File: src/prec_pkg.sv
// constants for the pulse reference and error clear block
// assumes a classic wishbone slave with 32-bit data at 100 MHz
// Summary of operation
// - digits 5/6: negative-logic sign-pulse, fwd/rev decoding
// - auto-clear 0: clear error on any baseblock
// - auto-clear 1: only external clear input clears
// - auto-clear 2: clear error only on alarm or external clear input
package prec_pkg;
    // register byte offsets
    localparam logic [7:0] PREC_OFS_SELECT = 8'h00;
    localparam logic [7:0] PREC_OFS_STATUS = 8'h04;
    // reset value of the select register (factory setting)
    localparam logic [11:0] PREC_SELECT_RST = 12'h000;
    // field positions inside the select register
    localparam int PREC_FMT_LSB = 0;
    localparam int PREC_CLR_LSB = 4;
    localparam int PREC_OP_LSB = 8;
    localparam int PREC_DIGIT_W = 4;
    localparam int PREC_SELECT_W = 12;
    // status field positions
    localparam int PREC_ST_CLR = 16;
    localparam int PREC_ST_BB = 17;
    localparam int PREC_ST_ALM = 18;
    // reference pulse format digit values
    localparam logic [3:0] PREC_FMT_SIGN_POS = 4'h0;
    localparam logic [3:0] PREC_FMT_FR_POS = 4'h1;
    localparam logic [3:0] PREC_FMT_SIGN_NEG = 4'h5;
    localparam logic [3:0] PREC_FMT_FR_NEG = 4'h6;
    // clear signal sensing digit values
    localparam logic [3:0] PREC_CLR_HIGH = 4'h0;
    localparam logic [3:0] PREC_CLR_RISE = 4'h1;
    localparam logic [3:0] PREC_CLR_LOW = 4'h2;
    localparam logic [3:0] PREC_CLR_FALL = 4'h3;
    // automatic clear operation digit values
    localparam logic [3:0] PREC_OP_BASEBLOCK = 4'h0;
    localparam logic [3:0] PREC_OP_NEVER = 4'h1;
    localparam logic [3:0] PREC_OP_ALARM = 4'h2;
endpackage

File: src/prec_top.sv
// pulse reference decoder, position error counter and clear selection
// assumes pins synchronous to clk_i and a classic wishbone master
//
// Added by the designer: register access over Wishbone and the register addresses.
`timescale 1ns/100ps
module prec_top #(
    parameter int ERR_W = 16 // position error counter width
) (
    // clock and reset
    input wire logic clk_i,
    input wire logic rst_i,
    // wishbone slave
    input wire logic wb_cyc_i,
    input wire logic wb_stb_i,
    input wire logic wb_we_i,
    input wire logic [7:0] wb_adr_i,
    input wire logic [3:0] wb_sel_i,
    input wire logic [31:0] wb_dat_i,
    output logic [31:0] wb_dat_o,
    output logic wb_ack_o,
    // reference pulse pins from the host
    input wire logic ref_a_i,
    input wire logic ref_b_i,
    input wire logic clear_in_i,
    // drive state
    input wire logic baseblock_i,
    input wire logic alarm_i,
    input wire logic fb_up_i,
    input wire logic fb_dn_i,
    // results
    output logic signed [ERR_W-1:0] pos_err_o,
    output logic err_clear_o
);
    // select register and its digits
    logic [prec_pkg::PREC_SELECT_W-1:0] select_q;
    logic [3:0] fmt;
    logic [3:0] clr_form;
    logic [3:0] clr_op;
    // previous pin samples for edge detection
    logic a_prev_q;
    logic b_prev_q;
    logic clr_prev_q;
    // decoded reference steps
    logic ref_up;
    logic ref_dn;
    // clear requests
    logic ext_clr;
    logic auto_clr;
    logic clr_req;
    // error counter
    logic signed [ERR_W-1:0] err_q;
    logic signed [ERR_W-1:0] err_d;
    logic err_clear_q;
    // bus
    logic ack_q;
    logic [31:0] dat_q;
    logic bus_req;

    assign fmt = select_q[prec_pkg::PREC_FMT_LSB +: prec_pkg::PREC_DIGIT_W];
    assign clr_form = select_q[prec_pkg::PREC_CLR_LSB +: prec_pkg::PREC_DIGIT_W];
    assign clr_op = select_q[prec_pkg::PREC_OP_LSB +: prec_pkg::PREC_DIGIT_W];
    assign bus_req = wb_cyc_i & wb_stb_i & ~ack_q;

    // pin history, data only so no reset needed
    always_ff @(posedge clk_i) begin
        a_prev_q <= ref_a_i;
        b_prev_q <= ref_b_i;
        clr_prev_q <= clear_in_i;
    end

    // reference pulse decoding; two-phase formats are not decoded here
    always_comb begin
        ref_up = 1'b0;
        ref_dn = 1'b0;
        case (fmt)
            prec_pkg::PREC_FMT_SIGN_POS: begin
                // count rising pulse edges, sign high means reverse
                ref_up = ref_a_i & ~a_prev_q & ~ref_b_i;
                ref_dn = ref_a_i & ~a_prev_q & ref_b_i;
            end
            prec_pkg::PREC_FMT_FR_POS: begin
                ref_up = ref_a_i & ~a_prev_q;
                ref_dn = ref_b_i & ~b_prev_q;
            end
            prec_pkg::PREC_FMT_SIGN_NEG: begin
                // active-low pulses, sign low means forward
                ref_up = ~ref_a_i & a_prev_q & ~ref_b_i;
                ref_dn = ~ref_a_i & a_prev_q & ref_b_i;
            end
            prec_pkg::PREC_FMT_FR_NEG: begin
                // active-low forward and reverse trains
                ref_up = ~ref_a_i & a_prev_q;
                ref_dn = ~ref_b_i & b_prev_q;
            end
            default: begin
                // unsupported format counts nothing
                ref_up = 1'b0;
            end
        endcase
    end

    // external clear sensing; levels clear continuously
    always_comb begin
        case (clr_form)
            prec_pkg::PREC_CLR_HIGH: ext_clr = clear_in_i;
            prec_pkg::PREC_CLR_RISE: ext_clr = clear_in_i & ~clr_prev_q;
            prec_pkg::PREC_CLR_LOW: ext_clr = ~clear_in_i;
            prec_pkg::PREC_CLR_FALL: ext_clr = ~clear_in_i & clr_prev_q;
            default: ext_clr = 1'b0;
        endcase
    end

    // automatic clear; mode 0 ORs alarm in with the baseblock input
    always_comb begin
        case (clr_op)
            prec_pkg::PREC_OP_BASEBLOCK: auto_clr = baseblock_i | alarm_i;
            prec_pkg::PREC_OP_NEVER: auto_clr = 1'b0;
            prec_pkg::PREC_OP_ALARM: auto_clr = alarm_i;
            default: auto_clr = 1'b0; // reserved value behaves as never
        endcase
    end

    assign clr_req = ext_clr | auto_clr;

    // error counter next value; clear wins over any step
    always_comb begin
        err_d = err_q;
        if (clr_req) begin
            err_d = '0;
        end else begin
            // simultaneous steps all count, one unit each
            err_d = err_q + ERR_W'(ref_up) - ERR_W'(ref_dn)
                - ERR_W'(fb_up_i) + ERR_W'(fb_dn_i);
        end
    end

    // error counter and clear indication
    always_ff @(posedge clk_i) begin
        if (rst_i) begin
            err_q <= '0;
            err_clear_q <= 1'b0;
        end else begin
            err_q <= err_d;
            err_clear_q <= clr_req;
        end
    end

    assign pos_err_o = err_q;
    assign err_clear_o = err_clear_q;

    // select register write, byte lanes 0 and 1 only
    always_ff @(posedge clk_i) begin
        if (rst_i) begin
            select_q <= prec_pkg::PREC_SELECT_RST;
        end else if (bus_req && wb_we_i
                     && wb_adr_i == prec_pkg::PREC_OFS_SELECT) begin
            if (wb_sel_i[0]) begin
                select_q[7:0] <= wb_dat_i[7:0];
            end
            if (wb_sel_i[1]) begin
                select_q[11:8] <= wb_dat_i[11:8];
            end
        end
    end

    // one-cycle ack one edge after the strobe, dropped next cycle
    always_ff @(posedge clk_i) begin
        if (rst_i) begin
            ack_q <= 1'b0;
            dat_q <= '0;
        end else begin
            ack_q <= bus_req;
            dat_q <= '0;
            // unmapped addresses still ack and read zero
            if (bus_req && !wb_we_i) begin
                case (wb_adr_i)
                    prec_pkg::PREC_OFS_SELECT: begin
                        dat_q <= 32'(select_q);
                    end
                    prec_pkg::PREC_OFS_STATUS: begin
                        dat_q[ERR_W-1:0] <= err_q;
                        dat_q[prec_pkg::PREC_ST_CLR] <= err_clear_q;
                        dat_q[prec_pkg::PREC_ST_BB] <= baseblock_i;
                        dat_q[prec_pkg::PREC_ST_ALM] <= alarm_i;
                    end
                    default: begin
                        dat_q <= '0;
                    end
                endcase
            end
        end
    end

    assign wb_ack_o = ack_q;
    assign wb_dat_o = dat_q;
endmodule

File: config.mk
export PLATFORM = sky130hd
export DESIGN_NAME = prec_top
export DESIGN_NICKNAME = d
export VERILOG_FILES = /design/src/prec_pkg.sv /design/src/prec_top.sv
export SDC_FILE = /design/constraint.sdc
export NUM_CORES = 1
export LEC_CHECK = 0
export BUFFER_PORTS_ARGS = -buffer_cell sky130_fd_sc_hd__buf_4
export CORE_ASPECT_RATIO = 1.2
export CORE_MARGIN = 10
export CORE_UTILIZATION = 44
export DETAILED_ROUTE_END_ITERATION = 10
export PLACE_DENSITY_LB_ADDON = 0.12
export SETUP_SLACK_MARGIN = 0.02
export SLEW_MARGIN = 20
export SYNTH_ARGS = -nofsm -noshare
export SYNTH_HDL_FRONTEND = slang
export SYNTH_SLANG_ARGS = --single-unit
File: constraint.sdc
create_clock -name clk_i -period 2.95 [get_ports clk_i]
set_input_delay 0.1475 -clock clk_i [delete_from_list [all_inputs] [get_ports clk_i]]
set_output_delay 0.1475 -clock clk_i [all_outputs]
set_load 0.05 [all_outputs]
# After elaboration in Yosys (flattened, before gate mapping)
# Cells that the tools add are included.
word_totals:
  register_bits: 65
  in_bits: 56
  output_inout_bits: 50
  wordCells: 61
op_classes:
  addsub: 4
  eq_ne: 8
  muxes: 5
  bitwise: 22
  reduce_logical: 12
op_table:
  columns: ["operator", "n"]
  rows:
  - ["one-hot mux 19 bit (2 select lines)", 1]
  - ["adder 16 x 1 -> 16 bit", 2]
  - ["subtractor 16 x 1 -> 16 bit", 2]
  - ["AND 1 bit", 12]
  - ["== test 4 x 2 -> 1 bit (second input constant)", 3]
  - ["logical NOT 4 bit", 3]
  - ["one-hot mux 1 bit (4 select lines)", 3]
  - ["== test 4 x 1 -> 1 bit (second input constant)", 2]
  - ["== test 4 x 3 -> 1 bit (second input constant)", 2]
  - ["== test 8 x 3 -> 1 bit (second input constant)", 1]
  - ["logical NOT 8 bit", 1]
  - ["NOT 1 bit", 8]
  - ["AND reduction 2 bit", 2]
  - ["OR reduction 2 bit", 2]
  - ["logical AND 1 bit", 3]
  - ["OR 1 bit", 2]
  - ["one-hot mux 1 bit (2 select lines)", 1]
  - ["logical NOT 1 bit", 1]

# Logic depth before layout (Yosys ltp)
# Gate-level depths: netlist of the first run.
logic_depth:
  ltp_word: 8
  ltp_mapped: 17

# Worst setup path before layout of the first run
# No wires, ideal clock.
synth_path:
  path_kind: "flip-flop to flip-flop"
  from: "register select_q[2] (netlist bit)"
  to: "register err_q[15] (netlist: pos_err_o[15])"
  setup_ps: 72
  t_arrival_ps: 3158
  required_time_ps: 2878
  setup_slack_ps: -280
  stages_incl_launch_ff: 15
  n_path_buf: 0
  period_less_slack_ps: 3230
  path_cell_list: "dfxtp_1 -> nor3b_1 -> mux2i_1 -> nor3b_1 -> o21bai_1 -> fa_1 -> fa_1 -> ha_1 -> inv_1 -> fa_1 -> nor2b_1 -> o2111ai_1 -> a21oi_1 -> a211oi_1 -> mux2i_1"
synth_via:
  elab_chain_len: 6
  word_cells_on_any_way: 10
  cone_classes: "4 x add/sub; 3 x eq/ne; 2 x mux; 1 x reduce/logical"
synth_lines:
  columns: ["element", "line", "rtl"]
  rows:
  - ["from (decl)", "prec_top.sv:35", "logic [prec_pkg::PREC_SELECT_W-1:0] select_q;"]
  - ["from (signal assigned)", "prec_top.sv:154", "select_q <= prec_pkg::PREC_SELECT_RST;"]
  - ["== test 4 x 3 -> 1 bit (tied with other cells)", "prec_top.sv:75", "case (fmt)"]
  - ["one-hot mux 1 bit (4 select lines)", "prec_top.sv:75", null]
  - ["adder 16 x 1 -> 16 bit", "prec_top.sv:132", "err_d = err_q + ERR_W'(ref_up) - ERR_W'(ref_dn)"]
  - ["subtractor 16 x 1 -> 16 bit (*)", "prec_top.sv:132", null]
  - ["subtractor 16 x 1 -> 16 bit (*)", "prec_top.sv:133", "- ERR_W'(fb_up_i) + ERR_W'(fb_dn_i);"]
  - ["adder 16 x 1 -> 16 bit (*)", "prec_top.sv:133", null]
  - ["to (signal assigned)", "prec_top.sv:143", "err_q <= err_d;"]
  - ["to (decl)", "prec_top.sv:51", "logic signed [ERR_W-1:0] err_q;"]
# Every way passes the cells marked *; elsewhere a longest branch is shown, timed or not.
# A chain may end at the register's enable or synchronous reset.

# Final worst setup path of the first run
layout_path:
  from: "register a_prev_q"
  to: "register err_q[13] (netlist: pos_err_o[13])"
layout_via:
  elab_chain_len: 8
  word_cells_on_any_way: 13
  cone_classes: "4 x add/sub; 2 x mux; 7 x bitwise"
layout_lines:
  columns: ["element", "line", "rtl"]
  rows:
  - ["from (decl)", "prec_top.sv:40", "logic a_prev_q;"]
  - ["from (signal assigned)", "prec_top.sv:66", "a_prev_q <= ref_a_i;"]
  - ["NOT 1 bit", "prec_top.sv:78, prec_top.sv:79, prec_top.sv:82", null]
  - ["AND 1 bit", "prec_top.sv:78, prec_top.sv:79, prec_top.sv:82", null]
  - ["AND 1 bit", "prec_top.sv:78", "ref_up = ref_a_i & ~a_prev_q & ~ref_b_i;"]
  - ["one-hot mux 1 bit (4 select lines)", "prec_top.sv:75", null]
  - ["adder 16 x 1 -> 16 bit", "prec_top.sv:132", null]
  - ["subtractor 16 x 1 -> 16 bit (*)", "prec_top.sv:132", null]
  - ["subtractor 16 x 1 -> 16 bit (*)", "prec_top.sv:133", null]
  - ["adder 16 x 1 -> 16 bit (*)", "prec_top.sv:133", null]
# Marks and branches as above.

==> reports/metrics.cfg, run 1 <==
[outcome]
status=finished with violations
violations=setup timing

[worst_hold_path]
hp-class=input pin to register
hold_end=a_prev_q
holdPathStages=2
worstHoldStart=ref_a_i

[routing]
wl_met1_mm=3.249
wl_met3_um=335
first_pass_iters=4
routed_wl_mm=7.116
dr_wl_met2_mm=3.445
top_layer_used=met4
ant_nets=0
vias_per_cell=5.048
drc=0
drt_iter0_markers=85
wire_per_inst_um=15.47
dr_total_vias=2322

[critical_path]
start_kind=register
critPathArrivalTime_ns=3.31
path_delay_family=adder cells
path_buf_inv=1
cp_slowest_cell=fa_2
path_max_fanout=3
r2r_start=a_prev_q
r2r.worst_path.cells=14
crit_required_ns=3.12
regToRegEndpoint=pos_err_o[13]
crit_chain=nor3b_2 > mux2i_1 > nor3b_1 > o21bai_1 > fa_2 > fa_2 > ha_4 > inv_2 > fa_2 > nor2b_4 > o2111ai_4 > a211oi_2 > o21a_1 > nor3_1
cp-end-kind=register
worstSetupPathType=register to register
max_stage_delay_ns=0.55
reg2reg_slack_ns=-0.19
path_common_cell=fa_2

[logic_synthesis]
synth-simple-area-share_pct=20.63
synth_area_leader_cell=dfxtp_1
synth_enable_flop_cells=0
synthXorXnorAreaFrac_pct=1.983
muxShareOfSynthArea_pct=6.421
yosysWarningCount=0
ys_ff_latch=52
syn_inst=293
ys.flop_type=dfxtp_1
synth_fa_ha_area_share_pct=9.348
synthTopCellsByArea=dfxtp_1 (39%), ha_1 (7.1%), mux2i_1 (6.4%), nor2_1 (5.8%), buf_4 (4.0%)
postSynthAreaPerCell_um2=9.045
ys_seq_area_share_pct=39.28
syn-cell-area_mm2=0.002650
async_flop_share_pct=0
synth_compound_area_share_pct=14.31
yosysTopAreaCellShare_pct=39.28
yosysUniqueCellTypes=48
synth_top_family_by_area=simple AND/OR/NAND/NOR gates

[floorplan]
chipWidth_um=90.85
fp.dieArea_mm2=0.009540
pin_count=106
dieHeight_um=105.0
rows=30
coreArea_mm2=0.005743
start_util_pct=46.14

[final_layout]
antennaDiodeCount=0
drive_gt1_share_pct=33.16
layout.nets=453
area_delta_synth_final_pct=35.98
utilization_pct=62.75
fin_cells=460
fin_area_mm2=0.003603

[sta]
slew_violations=0
relSlewSlack_pct=55.14
worst_clock_skew_ns=0.01047
tightest_slew_ns=0.6693
fmax_ghz=0.3182
rsz0062_at_grt=yes
fin_crit_sh_pct=106.5
fin_ws_ns=-0.1922
setup_viol=10
hold_viol=0
fin_crit_ns=3.142

[run]
maxCapViolCount=0

[global_route]
grt_overflow_total=0
grt_max_degree=20
antenna_found_initial=0
grt_pass1_vias=2364
grt_pass1_wl_mm=11.74
track_usage_pct=14.57

[power]
power_w=0.001626
power_density_mw_per_mm2=451.4
ir_worst_vdd_mv=0.2190
p_leak_nw=1.712

[cts]
ctsHtreeMaxLevel=2
clock_latency_ns=0.30
cts_buffers=5
cts_tree=done
cts.sinks=52
cts_root_buf=clkbuf_8
cts.path.max_buffers=2
clk_pin_slew_ns=0.09

[placed_design]
place_ws_ns=-0.2562
dp_hpwl_mm=5.447
place_congestion=0.8775
placed_cells=447
placed_area_mm2=0.003328
io_buffers=70

==> worst max-delay path by stage <==
stage	to	depth (start not counted)	slack (ns)	startpoint
CTS	pos_err_o[15]	14	-0.20	a_prev_q
floorplan	pos_err_o[15]	14	-0.08	select_q[2]
global route	pos_err_o[13]	14	-0.36	a_prev_q
finish	pos_err_o[13]	14	-0.19	a_prev_q
detailed placement	pos_err_o[11]	15	-0.26	select_q[2]
global placement	pos_err_o[15]	15	-0.18	select_q[2]
==> cells in the mapped netlist (6+ instances only) <==
| library cell | n |
|---|---|
| o21ai_0 | 8 |
| nor3_1 | 9 |
| a22oi_1 | 12 |
| buf_4 | 14 |
| a21oi_1 | 8 |
| mux2i_1 | 17 |
| dfxtp_1 | 52 |
| nand2_1 | 12 |
| ha_1 | 15 |
| nor2_1 | 41 |
| inv_1 | 22 |
| and3_1 | 8 |
| nand2b_1 | 6 |
==> state kept, by name, summed over array words and instances (netlist names) <==
register	flops
wb_dat_o	19
b_prev_q	1
a_prev_q	1
wb_ack_o	1
pos_err_o	16
select_q	12
err_clear_o	1
clr_prev_q	1
==> placed cells by master, fill, tap and decap left out, types with 2 or more instances in the layout <==
cell / n
nor2b_1: 3
nor3_1: 7
nand2_1: 11
a211oi_2: 2
o21ai_0: 6
a211oi_1: 2
conb_1: 13
or3_1: 4
dlygate4sd3_1: 2
nand3_1: 3
ha_4: 2
mux2i_1: 17
ha_1: 13
dfxtp_1: 50
xor2_1: 3
o21a_1: 4
buf_4: 83
a22oi_1: 12
inv_1: 20
a21oi_1: 6
o21ai_2: 2
and3_1: 8
xnor2_1: 3
fa_2: 3
o21bai_1: 2
and2_1: 2
nor3_2: 4
nand2b_1: 6
inv_2: 2
a21o_1: 5
nor2_1: 41
clkbuf_8: 5
dfxtp_2: 2
==> metrics by stage <==
| step | hold WS [ns] | TNS, ns |
|---|---|---|
| after floorplan | 0.1752 | -0.1322 |
| after global placement | 0.2832 | -0.9083 |
| after detailed placement | 0.2848 | -1.356 |
| after CTS | 0.06412 | -0.9965 |
| after global routing | 0.07167 | -2.940 |
| final | 0.06869 | -1.079 |
==> timing repair <==
item | in CTS | in global routing
hold buffers | 2 | 0
endpoints found under the hold margin | 2 | 0
buffers inserted | 2 | 1
gates resized for setup | 17 | 7
cloned | 0 | 0
pin swaps | 11 | 6
endpoints found under the setup margin | 10 | 11
==> report_power, final <==
group,internal [W],leakage (nW),switching [W]
combinational,0.000189,1.24,0.000235
clock,0.000252,0.0552,0.000226
sequential,0.000713,0.422,0.0000111
total,0.00115,1.71,0.000472
==> kinds of logic (layout without fill, tap and decap cells) <==
kind of cell,after synthesis,count (layout)
other cells,1,13
buf+inv,41,116
xor+xnor,6,6
mux,17,17
compound gates,55,55
simple gates,103,103
fa+ha+maj,18,18
flops,52,52
==> metal layers <==
metal / track usage, % / vias to the layer above
li1: - / 1160
met1: 18.58 / 1084
met2: 24.05 / 72
met3: 2.863 / 6
met4: 4.596 / 0
met5: 0 / -
==> cell type report <==
| class | instances | area [um2] |
|---|---|---|
| Tap cell | 80 | 100.1 |
| Sequential cell | 52 | 1044 |
| Clock inverter | 2 | 35.03 |
| Clock buffer | 6 | 72.57 |
| Fill cell | 513 | 2140 |
| Multi-Input combinational cell | 212 | 1615 |
| Timing Repair Buffer | 86 | 654.4 |
| Inverter | 22 | 82.58 |
Note: power is estimated with default switching activity, not from simulation.
==> run 2: changes to the inputs <==
- CORE_UTILIZATION: 44 -> 48
- clock period: 2.95 -> 3.6 ns (I/O delays scaled with it)
==> reports/metrics.cfg, run 2 (synthesized netlist as in run 1, its figures left out) <==
[sta]
slew_violations=0  ; unchanged
rsz0062_at_grt=yes
tightest_slew_ns=1.038  ; +0.3690 ns
relSlewSlack_pct=28.99  ; -26 points
worst_clock_skew_ns=0.009734  ; -0.0007364 ns
hold_viol=0  ; unchanged
fin_crit_ns=3.465  ; +0.3230 ns
setup_viol=0  ; -10
setup_tns_ns=0  ; +1.079 ns
fin_crit_sh_pct=96.26  ; -10 points
fmax_ghz=0.2886  ; -9.3%

[global_route]
grt_pass1_wl_mm=10.95  ; -6.7%
grt_max_degree=20  ; unchanged
grt_overflow_total=0  ; unchanged
track_usage_pct=14.98  ; +0.41 points
antenna_found_initial=0  ; unchanged
grt_pass1_vias=2305  ; -2.5%

[placed_design]
io_buffers=70  ; unchanged
dp_hpwl_mm=5.210  ; -4.3%
placed_area_mm2=0.003194  ; -4.0%
place_congestion=0.8510  ; -3.0%

[cts]
cts.path.max_buffers=2  ; unchanged
ctsHtreeMaxLevel=2  ; unchanged
clk_pin_slew_ns=0.10  ; about the same
cts.sinks=52  ; unchanged
cts_root_buf=clkbuf_8
cts_buffers=5  ; unchanged
cts_tree=done
clock_latency_ns=0.31  ; about the same

[routing]
drc=0  ; unchanged
ant_nets=0  ; unchanged
vias_per_cell=5.270  ; +4.4%
drt_iter0_markers=79  ; -7.1%
dr_total_vias=2287  ; -1.5%
routed_wl_mm=6.966  ; -2.1%
first_pass_iters=5  ; +1
wire_per_inst_um=16.05  ; +3.8%

[final_layout]
area_delta_synth_final_pct=29.84
drive_gt1_share_pct=28.49  ; -4.7 points
final_cell_mix=buf_4 (75), dfxtp_1 (50), nor2_1 (41)
layout_commonest_cell=buf_4
fin_area_mm2=0.003441  ; -4.5%
antennaDiodeCount=0  ; unchanged
largest_register_ffs=19  ; unchanged
layout.nets=445  ; -1.8%

[power]
comb_power_share_pct=25.3  ; -0.8 points
swShare_pct=30.41  ; +1.4 points
p_int_w=0.0008750  ; -24%
power_w=0.001257  ; -23%
net-switching-power_w=0.0003824  ; -19%
ir_worst_vdd_mv=0.1661  ; -24%
power_frac_seq_pct=47.1  ; +2.6 points
power_density_mw_per_mm2=365.4  ; -19%
p_leak_nw=1.652  ; -3.5%
clock_power_share_pct=27.6  ; -1.8 points

[floorplan]
pin_count=106  ; unchanged
chipWidth_um=87.83  ; -3.3%
start_util_pct=49.68  ; +3.5 points
rows=29  ; -3.3%
dieHeight_um=101.4  ; -3.4%
fp.dieArea_mm2=0.008906  ; -6.7%
coreArea_mm2=0.005334  ; -7.1%

[critical_path]
reg2reg_slack_ns=0.13  ; +0.33 ns
crit_required_ns=3.84  ; +0.72 ns
r2r.worst_path.cells=14  ; unchanged
path_max_fanout=6  ; +3
max_stage_delay_ns=0.52  ; -0.03 ns
cp-end-kind=register
regToRegEndpoint=pos_err_o[15]
cp_slowest_cell=fa_1
r2r_start=select_q[2]
start_kind=register
crit_chain=nor3b_4 > mux2i_1 > nor3b_2 > o21bai_1 > fa_1 > fa_2 > ha_4 > inv_2 > fa_2 > nor2b_2 > o2111ai_4 > a21oi_4 > a211oi_2 > mux2i_1
worstSetupPathType=register to register
critPathArrivalTime_ns=3.71  ; +0.40 ns

[worst_hold_path]
hp-class=input pin to register
holdPathStages=3  ; +1
hold_end=select_q[2]
worstHoldStart=wb_dat_i[2]

[outcome]
status=completed

[run]
maxCapViolCount=0  ; unchanged

-- run 2: area by class of cell --
type                            count  area, um2
Fill cell                         456       1893
Multi-Input combinational cell    212       1549
Sequential cell                    52       1046
Timing Repair Buffer               78      593.1
Clock buffer                        6      82.58
Inverter                           22      82.58
Tap cell                           62      77.57
Clock inverter                      2      10.01
-- run 2: worst max-delay path by stage --
stage | start | end | cells after the start
floorplan | select_q[2] | pos_err_o[15] | 14
global placement | select_q[2] | pos_err_o[15] | 14
detailed placement | select_q[2] | pos_err_o[15] | 14
CTS | select_q[2] | pos_err_o[15] | 14
global route | select_q[2] | pos_err_o[15] | 14
finish | select_q[2] | pos_err_o[15] | 14
-- run 2: power by group through the flow --
stage | Sequential, W | Combinational, W | Clock (W)
after floorplan | 0.000629 | 0.000183 | 0
after global placement | 0.000606 | 0.000270 | 0
after detailed placement | 0.000606 | 0.000273 | 0
after CTS | 0.000593 | 0.000282 | 0.000352
after global routing | 0.000595 | 0.000348 | 0.000373
final | 0.000593 | 0.000318 | 0.000347
-- run 2: repair_timing --
item / 4_1_cts / 5_1_grt
hold buffers: 3 / 0
gates cloned: 0 / 0
pin swaps: 0 / 11
hold endpoints to repair: 3 / 0
setup buffers: 0 / 2
endpoints found under the setup margin: 1 / 9
resized for setup: 2 / 20
-- run 2: stage by stage --
| stage | utilization, % | setup WS (ns) | hold slack (ns) | instances |
|---|---|---|---|---|
| floorplan | - | 0.3700 | 0.2077 | 305 |
| global placement | 59.89 | 0.03177 | 0.3172 | 421 |
| detailed placement | 59.89 | -0.03089 | 0.3139 | 421 |
| CTS | 62.35 | 0.03500 | 0.09335 | 432 |
| global route | 64.51 | -0.08294 | 0.09302 | 434 |
| finish | 64.51 | 0.1348 | 0.09771 | 434 |
-- run 2: metal layers --
layer	vias up	global-route usage, %	wire [um]
met5	-	0	0
met4	0	5.651	124
met3	11	3.775	370
met2	65	25.00	3402
met1	1056	17.97	3068
li1	1155	-	-
-- run 2: worst max-delay path: cells and delay by family (launching register included) --
family / cells / cell delay, ns
fa+ha+maj: 4 / 1.33
compound gates: 4 / 0.82
simple gates: 3 / 0.46
flops: 1 / 0.38
mux: 2 / 0.35
buf+inv: 1 / 0.06
